### config.mk
export PLATFORM = sky130hd
export DESIGN_NAME = receiver_status_readout
export DESIGN_NICKNAME = d
export VERILOG_FILES = /design/src/rx_status_pkg.sv /design/src/peak_if.sv /design/src/peak_holder.sv /design/src/receiver_status_readout.sv
export SDC_FILE = /design/constraint.sdc
export NUM_CORES = 1
export LEC_CHECK = 0
export BUFFER_PORTS_ARGS = -buffer_cell sky130_fd_sc_hd__buf_4
export CORE_ASPECT_RATIO = 0.9
export CORE_UTILIZATION = 55
export DETAILED_ROUTE_END_ITERATION = 8
export PLACE_DENSITY = 0.79
export SLEW_MARGIN = 25
export SYNTH_ARGS = -nofsm -noshare
export SYNTH_HDL_FRONTEND = slang
export SYNTH_SLANG_ARGS = --single-unit
### constraint.sdc
create_clock -name clk -period 4.8 [get_ports clk]
set_input_delay 0.24 -clock clk [delete_from_list [all_inputs] [get_ports clk]]
set_output_delay 0.24 -clock clk [all_outputs]
set_load 0.02 [all_outputs]
### src/rx_status_pkg.sv
// constants for the receiver status readout registers
// assumes an 8-bit register address space reached by the serial port logic
package rx_status_pkg;
    // register offsets
    localparam logic [7:0] OFS_CHANNEL_CONFIG_STATUS = 8'hAA;
    localparam logic [7:0] OFS_RECEPTION_PEAK_LEVEL = 8'hAB;
    localparam logic [7:0] OFS_PAYLOAD_PEAK_LEVEL = 8'hAC;
    localparam logic [7:0] OFS_PAYLOAD_LENGTH_LOW = 8'hAD;
    localparam logic [7:0] OFS_ADC_RESULT_HIGH = 8'hAE;
    localparam logic [7:0] OFS_ADC_RESULT_LOW = 8'hAF;

    // field positions in channel_config_status
    localparam int POS_LEN_HI_MSB = 7;
    localparam int POS_LEN_HI_LSB = 6;
    localparam int POS_ACTIVE_CFG = 4;
    localparam int POS_FIFO_CHANNEL = 2;
    localparam int POS_WAKEUP_FOUND = 0;
    // field position in adc_result_low
    localparam int POS_ADC_DONE = 2;

    // widths
    localparam int LEVEL_W = 8;
    localparam int LEN_W = 10;
    localparam int ADC_W = 10;
    localparam int BITPOS_W = 10;

    // values after reset
    localparam logic [7:0] RST_BYTE = 8'h00;
    localparam logic [9:0] RST_LEN = 10'h000;
    localparam logic [9:0] RST_ADC = 10'h000;
    localparam logic [9:0] RST_BITCNT = 10'h000;

    // payload peak phase, gray coded along idle -> wait -> track
    typedef enum logic [1:0] {
        PHASE_IDLE = 2'b00,
        PHASE_WAIT_POS = 2'b01,
        PHASE_TRACK = 2'b11
    } payload_phase_t;
endpackage

### src/peak_if.sv
// bundle between the status block and one signal-strength peak holder
// assumes both ends share clk, rst_n and the clock enable
interface peak_if #(parameter int LEVEL_W = 8);
    logic [LEVEL_W-1:0] level;
    logic track_en;
    logic clear;
    logic [LEVEL_W-1:0] peak;
    modport holder (input level, input track_en, input clear, output peak);
    modport user (output level, output track_en, output clear, input peak);
endinterface

### src/peak_holder.sv
// signal-strength peak holder: keeps the highest level seen while tracking
// assumes level, track_en and clear come from logic on the same clock
module peak_holder #(
    parameter int LEVEL_W = 8
) (
    input wire logic clk,
    input wire logic rst_n,
    input wire logic ce,
    peak_if.holder pk
);
    logic [LEVEL_W-1:0] peak_reg;
    logic [LEVEL_W-1:0] peak_next;

    // a clear that meets a live sample restarts from that sample, so a
    // level arriving in the clearing cycle is not lost
    always_comb begin
        peak_next = peak_reg;
        if (pk.clear) begin
            peak_next = pk.track_en ? pk.level : '0;
        end else if (pk.track_en && (pk.level > peak_reg)) begin
            peak_next = pk.level;
        end
    end

    always_ff @(posedge clk) begin
        if (!rst_n) begin
            peak_reg <= '0;
        end else if (ce) begin
            peak_reg <= peak_next;
        end
    end

    assign pk.peak = peak_reg;
endmodule

### src/receiver_status_readout.sv
// read-only status registers of the receiver: channel and configuration,
// payload length, two peak holders and the adc result with its done flag
// assumes all inputs come from receiver logic on clk; reads arrive as a
// one-cycle strobe with an address from the serial port logic
//
// Functional notes
// - capture payload length at message start; bits 9:8 go to status
// - fifo initialisation clears all ten payload length bits
// - status bit 4 shows active configuration, 0 is A, 1 is B
// - status bit 2: 0 no valid fifo data, 1 data from channel 1
// - status bit 0: 1 wake-up found on channel 1, else 0
// - reception peak tracks while receiver enabled, loads only higher
// - reception peak clears at reset and on a read with receiver off; a read while enabled loads the live level
// - payload peak tracking starts after frame sync plus start position
// - payload peak loaded at every end of message, cleared by reset
// - adc bits 9:2 in high register, bits 1:0 in low register
// - low adc bits latched when high register read; read high first
// - reading the high register only strobes, never clears the result
// - low register bit 2 reads 1 once conversion end seen
module receiver_status_readout #(
    parameter int LEVEL_W = rx_status_pkg::LEVEL_W
) (
    input wire logic clk,
    input wire logic rst_n,
    input wire logic ce,
    input wire logic rd_strobe,
    input wire logic [7:0] rd_addr,
    output logic [7:0] rd_data,
    output logic rd_valid,
    input wire logic [LEVEL_W-1:0] rssi_level,
    input wire logic rx_enable,
    input wire logic frame_sync_event,
    input wire logic bit_strobe,
    input wire logic [rx_status_pkg::BITPOS_W-1:0] peak_start_bit_position,
    input wire logic end_of_message_event,
    input wire logic message_start_detect,
    input wire logic [rx_status_pkg::LEN_W-1:0] payload_length,
    input wire logic fifo_init,
    input wire logic active_configuration,
    input wire logic fifo_channel_valid,
    input wire logic wakeup_channel_found,
    input wire logic adc_conversion_done,
    input wire logic [rx_status_pkg::ADC_W-1:0] adc_result_value
);
    logic [rx_status_pkg::LEN_W-1:0] len_reg;
    logic [rx_status_pkg::LEN_W-1:0] len_next;
    logic [7:0] status_reg;
    logic [7:0] status_next;
    logic [rx_status_pkg::ADC_W-1:0] adc_reg;
    logic [rx_status_pkg::ADC_W-1:0] adc_next;
    logic [1:0] adc_low_reg;
    logic [1:0] adc_low_next;
    logic adc_done_reg;
    logic adc_done_next;
    logic [LEVEL_W-1:0] pl_peak_reg;
    logic [LEVEL_W-1:0] pl_peak_next;
    rx_status_pkg::payload_phase_t phase_reg;
    rx_status_pkg::payload_phase_t phase_next;
    logic [rx_status_pkg::BITPOS_W-1:0] bitcnt_reg;
    logic [rx_status_pkg::BITPOS_W-1:0] bitcnt_next;
    logic [7:0] rd_data_reg;
    logic [7:0] rd_data_next;
    logic rd_valid_reg;
    logic rd_high;
    logic rd_low;
    logic rd_rx_peak;

    peak_if #(.LEVEL_W(LEVEL_W)) rx_pk();
    peak_if #(.LEVEL_W(LEVEL_W)) pl_pk();

    // address decode of the read strobe
    assign rd_high = rd_strobe &&
        (rd_addr == rx_status_pkg::OFS_ADC_RESULT_HIGH);
    assign rd_low = rd_strobe &&
        (rd_addr == rx_status_pkg::OFS_ADC_RESULT_LOW);
    assign rd_rx_peak = rd_strobe &&
        (rd_addr == rx_status_pkg::OFS_RECEPTION_PEAK_LEVEL);

    // reception peak: live while the receiver runs; its read clears it, or restarts it from the live level while running
    assign rx_pk.level = rssi_level;
    assign rx_pk.track_en = rx_enable;
    assign rx_pk.clear = rd_rx_peak;

    peak_holder #(.LEVEL_W(LEVEL_W)) u_rx_peak (
        .clk(clk),
        .rst_n(rst_n),
        .ce(ce),
        .pk(rx_pk.holder)
    );

    // payload peak: restarted at each frame sync, live only in track phase
    assign pl_pk.level = rssi_level;
    assign pl_pk.track_en =
        (phase_reg == rx_status_pkg::PHASE_TRACK);
    assign pl_pk.clear = frame_sync_event;

    peak_holder #(.LEVEL_W(LEVEL_W)) u_pl_peak (
        .clk(clk),
        .rst_n(rst_n),
        .ce(ce),
        .pk(pl_pk.holder)
    );

    // payload phase: count received bits after frame sync up to the start
    always_comb begin
        phase_next = phase_reg;
        bitcnt_next = bitcnt_reg;
        case (phase_reg)
            rx_status_pkg::PHASE_IDLE: begin
                if (frame_sync_event) begin
                    phase_next = rx_status_pkg::PHASE_WAIT_POS;
                    bitcnt_next = rx_status_pkg::RST_BITCNT;
                end
            end
            rx_status_pkg::PHASE_WAIT_POS: begin
                if (end_of_message_event) begin
                    phase_next = rx_status_pkg::PHASE_IDLE;
                end else if (bitcnt_reg >= peak_start_bit_position) begin
                    phase_next = rx_status_pkg::PHASE_TRACK;
                end else if (bit_strobe) begin
                    bitcnt_next = bitcnt_reg + 1'b1;
                end
            end
            rx_status_pkg::PHASE_TRACK: begin
                if (end_of_message_event) begin
                    phase_next = rx_status_pkg::PHASE_IDLE;
                end
            end
            default: begin
                phase_next = rx_status_pkg::PHASE_IDLE;
            end
        endcase
        // a new frame sync always restarts the position count
        if (frame_sync_event) begin
            phase_next = rx_status_pkg::PHASE_WAIT_POS;
            bitcnt_next = rx_status_pkg::RST_BITCNT;
        end
    end

    always_ff @(posedge clk) begin
        if (!rst_n) begin
            phase_reg <= rx_status_pkg::PHASE_IDLE;
            bitcnt_reg <= rx_status_pkg::RST_BITCNT;
        end else if (ce) begin
            phase_reg <= phase_next;
            bitcnt_reg <= bitcnt_next;
        end
    end

    // payload peak register, length and live status bits
    always_comb begin
        pl_peak_next = pl_peak_reg;
        if (end_of_message_event) begin
            pl_peak_next = pl_pk.peak;
        end
        len_next = len_reg;
        // capture beats init in the same cycle: the new message stands
        if (message_start_detect) begin
            len_next = payload_length;
        end else if (fifo_init) begin
            len_next = rx_status_pkg::RST_LEN;
        end
        status_next = rx_status_pkg::RST_BYTE;
        status_next[rx_status_pkg::POS_LEN_HI_MSB:
            rx_status_pkg::POS_LEN_HI_LSB] =
            len_next[rx_status_pkg::LEN_W-1:rx_status_pkg::LEN_W-2];
        status_next[rx_status_pkg::POS_ACTIVE_CFG] =
            active_configuration;
        status_next[rx_status_pkg::POS_FIFO_CHANNEL] =
            fifo_channel_valid;
        status_next[rx_status_pkg::POS_WAKEUP_FOUND] =
            wakeup_channel_found;
    end

    always_ff @(posedge clk) begin
        if (!rst_n) begin
            pl_peak_reg <= '0;
            len_reg <= rx_status_pkg::RST_LEN;
            status_reg <= rx_status_pkg::RST_BYTE;
        end else if (ce) begin
            pl_peak_reg <= pl_peak_next;
            len_reg <= len_next;
            status_reg <= status_next;
        end
    end

    // adc result, low-bit snapshot and done flag
    always_comb begin
        adc_next = adc_reg;
        if (adc_conversion_done) begin
            adc_next = adc_result_value;
        end
        adc_low_next = adc_low_reg;
        // snapshot keeps the pair consistent if a conversion ends between
        // the two byte reads
        if (rd_high) begin
            adc_low_next = adc_reg[1:0];
        end
        // done flag: a new conversion end wins over the clearing read
        adc_done_next = adc_done_reg;
        if (adc_conversion_done) begin
            adc_done_next = 1'b1;
        end else if (rd_low) begin
            adc_done_next = 1'b0;
        end
    end

    always_ff @(posedge clk) begin
        if (!rst_n) begin
            adc_reg <= rx_status_pkg::RST_ADC;
            adc_low_reg <= 2'h0;
            adc_done_reg <= 1'b0;
        end else if (ce) begin
            adc_reg <= adc_next;
            adc_low_reg <= adc_low_next;
            adc_done_reg <= adc_done_next;
        end
    end

    // read data mux; unmapped addresses read as zero
    always_comb begin
        rd_data_next = rd_data_reg;
        if (rd_strobe) begin
            case (rd_addr)
                rx_status_pkg::OFS_CHANNEL_CONFIG_STATUS: begin
                    rd_data_next = status_reg;
                end
                rx_status_pkg::OFS_RECEPTION_PEAK_LEVEL: begin
                    rd_data_next = rx_pk.peak;
                end
                rx_status_pkg::OFS_PAYLOAD_PEAK_LEVEL: begin
                    rd_data_next = pl_peak_reg;
                end
                rx_status_pkg::OFS_PAYLOAD_LENGTH_LOW: begin
                    rd_data_next = len_reg[7:0];
                end
                rx_status_pkg::OFS_ADC_RESULT_HIGH: begin
                    rd_data_next = adc_reg[9:2];
                end
                rx_status_pkg::OFS_ADC_RESULT_LOW: begin
                    rd_data_next =
                        {5'h00, adc_done_reg, adc_low_reg};
                end
                default: begin
                    rd_data_next = rx_status_pkg::RST_BYTE;
                end
            endcase
        end
    end

    always_ff @(posedge clk) begin
        if (!rst_n) begin
            rd_data_reg <= rx_status_pkg::RST_BYTE;
            rd_valid_reg <= 1'b0;
        end else if (ce) begin
            rd_data_reg <= rd_data_next;
            rd_valid_reg <= rd_strobe;
        end
    end

    assign rd_data = rd_data_reg;
    assign rd_valid = rd_valid_reg;
endmodule

==> flow_summary.json <==
{
  "hold_class": "in -> reg",
  "place_hpwl_um": 6946,
  "fin_area_um2": 4596,
  "cts_tree": "done",
  "synth-simple-area-share_pct": 20.83,
  "worst-setup-path-type": "reg -> reg",
  "worstMarginPinSlew_ps": 688.1,
  "post_dp_cell_area_um2": 4350,
  "core.rowCount": 28,
  "placed_cells": 585,
  "setup_ws_ps": 2550,
  "core-area_um2": 6656,
  "cts_inserted_buffers": 9,
  "grt_pass1_wl_um": 15350,
  "cp_max_fo": 7,
  "post-place-ws_ps": 2471,
  "cts_buffer_depth": 2,
  "grt-ovfl-total": 0,
  "die_h_um": 81.01,
  "n_antenna_cell": 0,
  "finalWirelength_um": 9533,
  "synth_seq_cells": 71,
  "clock-root-buffer": "clkbuf_8",
  "post_drt_wl_per_cell_um": 15.86,
  "finish.utilization_pct": 69.04,
  "cp_num_buf_inv": 0,
  "rrSetupSlack_ps": 2550,
  "ys_seq_area_share_pct": 37.26,
  "worstRegToRegCells": 7,
  "cp-start-kind": "register",
  "drc": 0,
  "grt_pass1_vias": 3238,
  "endpoint_kind": "register",
  "place.gp.congestion": 0.8585,
  "hold_slack_ps": 122.0,
  "setup_viol": 0,
  "synth_compound_area_share_pct": 21.29,
  "cts_resized": 0,
  "startpoint": "bitcnt_reg[3]",
  "relSlewSlack_pct": 53.82,
  "final_cells": 601,
  "drt_iter0_markers": 315,
  "finalSetupTns_ps": 0,
  "yosys.area_share.xor_xnor_pct": 0,
  "async_reset_ff_share_pct": 0,
  "cpMostUsedCell": "a21oi_1",
  "vias": 3571,
  "synthCells": 448,
  "die_area_um2": 7274,
  "grt_usage_pct": 26.68,
  "ys.flop_type": "dfxtp_1",
  "postCtsSetupBuffers": 0,
  "antenna_found_initial": 0,
  "finalNetCount": 593,
  "multi_input_area_um2": 2197,
  "worstHoldStart": "fifo_channel_valid",
  "ant_nets": 0,
  "fillers": 555,
  "syn-num-nets": 535,
  "hold_end": "status_reg[2]",
  "power.density_nw_per_um2": 292.0,
  "ios": 69,
  "path_cells": "ha_1 -> a211o_1 -> a21oi_1 -> o21ai_2 -> o31a_2 -> or3_1 -> a21oi_1",
  "cp.arrival_ps": 2530,
  "ys_warn_count": 0,
  "status": "completed",
  "slowest_delay_ps": 420,
  "post_synth_fa_ha_maj_area_fraction_pct": 8.855,
  "hold_depth": 3,
  "viasPerCell": 5.942,
  "first_pass_iters": 5,
  "fp.dieW_um": 89.79,
  "timing.rr.start": "bitcnt_reg[3]",
  "hold_viol": 0,
  "cts_hold_buf": 0,
  "synth_top_family_by_area": "compound AO/OA/AOI/OAI gates",
  "regArea_um2": 1421,
  "skew_ps": 9.552,
  "start_util_pct": 57.31,
  "synth-edff-count": 0,
  "rr_endpoint": "bitcnt_reg[9]",
  "fin_total_pwr_mw": 1.342,
  "cap_violations": 0,
  "drv_slew": 0,
  "period_share_pct": 46.87,
  "muxShareOfSynthArea_pct": 6.527,
  "clk_latency_ps": 350,
  "ir_drop_mv": 0.1607,
  "drive_above_1_share_pct": 20.74,
  "area_growth_pct": 20.47,
  "required_ps": 5080,
  "p_leak_nw": 1.924,
  "grt_start_max_net_pins": 52,
  "rsz0062_at_grt": "no",
  "syn_area_um2": 3815,
  "path_clk_slew_ps": 80,
  "cts_sinks": 71,
  "final.min_clock_period_ps": 2250,
  "yosysUniqueCellTypes": 58,
  "critPathSlowestCell": "dfxtp_1",
  "syn_area_per_cell_um2": 8.515,
  "io_buffers": 68,
  "fmax_ghz": 0.4445,
  "cp_top_family": "compound AO/OA/AOI/OAI gates",
  "h-tree-depth": 3
}
-- worst max-delay path by stage --
stage | endpoint | slack, ps | cells past startpoint
after floorplan | bitcnt_reg[5] | 2740 | 7
after global placement | u_pl_peak.pk.peak[0] | 2530 | 7
after detailed placement | u_pl_peak.pk.peak[2] | 2470 | 8
after CTS | u_pl_peak.pk.peak[2] | 2450 | 8
after global routing | bitcnt_reg[8] | 2420 | 7
final | bitcnt_reg[9] | 2550 | 7
-- worst register-to-register path, delay by kind of cell (launching register included) --
family,cells,cell delay (ps)
AND/OR/NAND/NOR,1,360
adder cells (fa/ha/maj),1,280
flip-flops,1,420
AO/OA/AOI/OAI,5,1120
-- cells by family (layout without fill, tap and decap cells) --
logic type / after synthesis / count (layout)
flops: 71 / 71
mux: 24 / 24
compound gates: 115 / 115
buf+inv: 50 / 113
simple gates: 161 / 161
fa+ha+maj: 27 / 27
-- power by group --
group / leakage, nW / switching (mW) / internal, mW / total, mW
sequential: 0.577 / 0.0118 / 0.606 / 0.617
combinational: 1.23 / 0.0886 / 0.0736 / 0.162
clock: 0.119 / 0.226 / 0.336 / 0.562
total: 1.92 / 0.326 / 1.02 / 1.34
-- synthesized netlist by cell type (3+ instances only) --
cell type	number	share of area (%)
clkbuf_1	15	1.5
a222oi_1	3	0.79
a22o_1	3	0.69
inv_1	27	2.7
nand2b_1	3	0.49
a21oi_1	37	4.9
nand4_1	13	2.1
and2_1	3	0.49
o22ai_1	3	0.49
or3_1	6	0.98
buf_4	3	0.59
o21ai_0	14	1.8
o31ai_1	8	1.6
ha_1	27	8.9
nor2_1	28	2.8
a22oi_1	13	2.6
and3_1	5	0.82
mux2_2	7	2.1
a2bb2oi_1	6	1.4
buf_1	3	0.30
dfxtp_1	71	37
a221oi_1	4	0.92
nand2_1	62	6.1
mux2i_1	17	4.5
nand3_1	23	3.0
-- layer usage --
metal | global-route usage [%] | vias up | wire length (um)
met5 | 0 | - | 0
met4 | 7.869 | 0 | 93
met3 | 6.367 | 16 | 642
met2 | 43.92 | 127 | 4295
met1 | 35.08 | 1678 | 4502
li1 | - | 1750 | -
-- cell usage in the layout (no fill, tap or decap), types with 5 or more instances in the layout --
cell,instances
ha_1,27
nand2_1,62
o21ai_0,14
buf_4,69
nand4_1,13
dfxtp_1,71
a22oi_1,13
a21oi_1,36
mux2_2,7
nor2_1,28
and3_1,5
or3_1,6
mux2i_1,17
inv_1,27
nand3_1,23
a2bb2oi_1,6
clkbuf_8,12
o31ai_1,8
-- final cells by class --
cell class | count | area share (%)
clock buffers | 12 | 3.594
clock inverters | 4 | 1.661
inverters | 28 | 2.287
multi-input cells | 327 | 47.81
flip-flops and latches | 71 | 30.93
well taps | 90 | 2.450
repair buffers | 69 | 11.27
No activity file was read; power rests on OpenSTA's default activity.
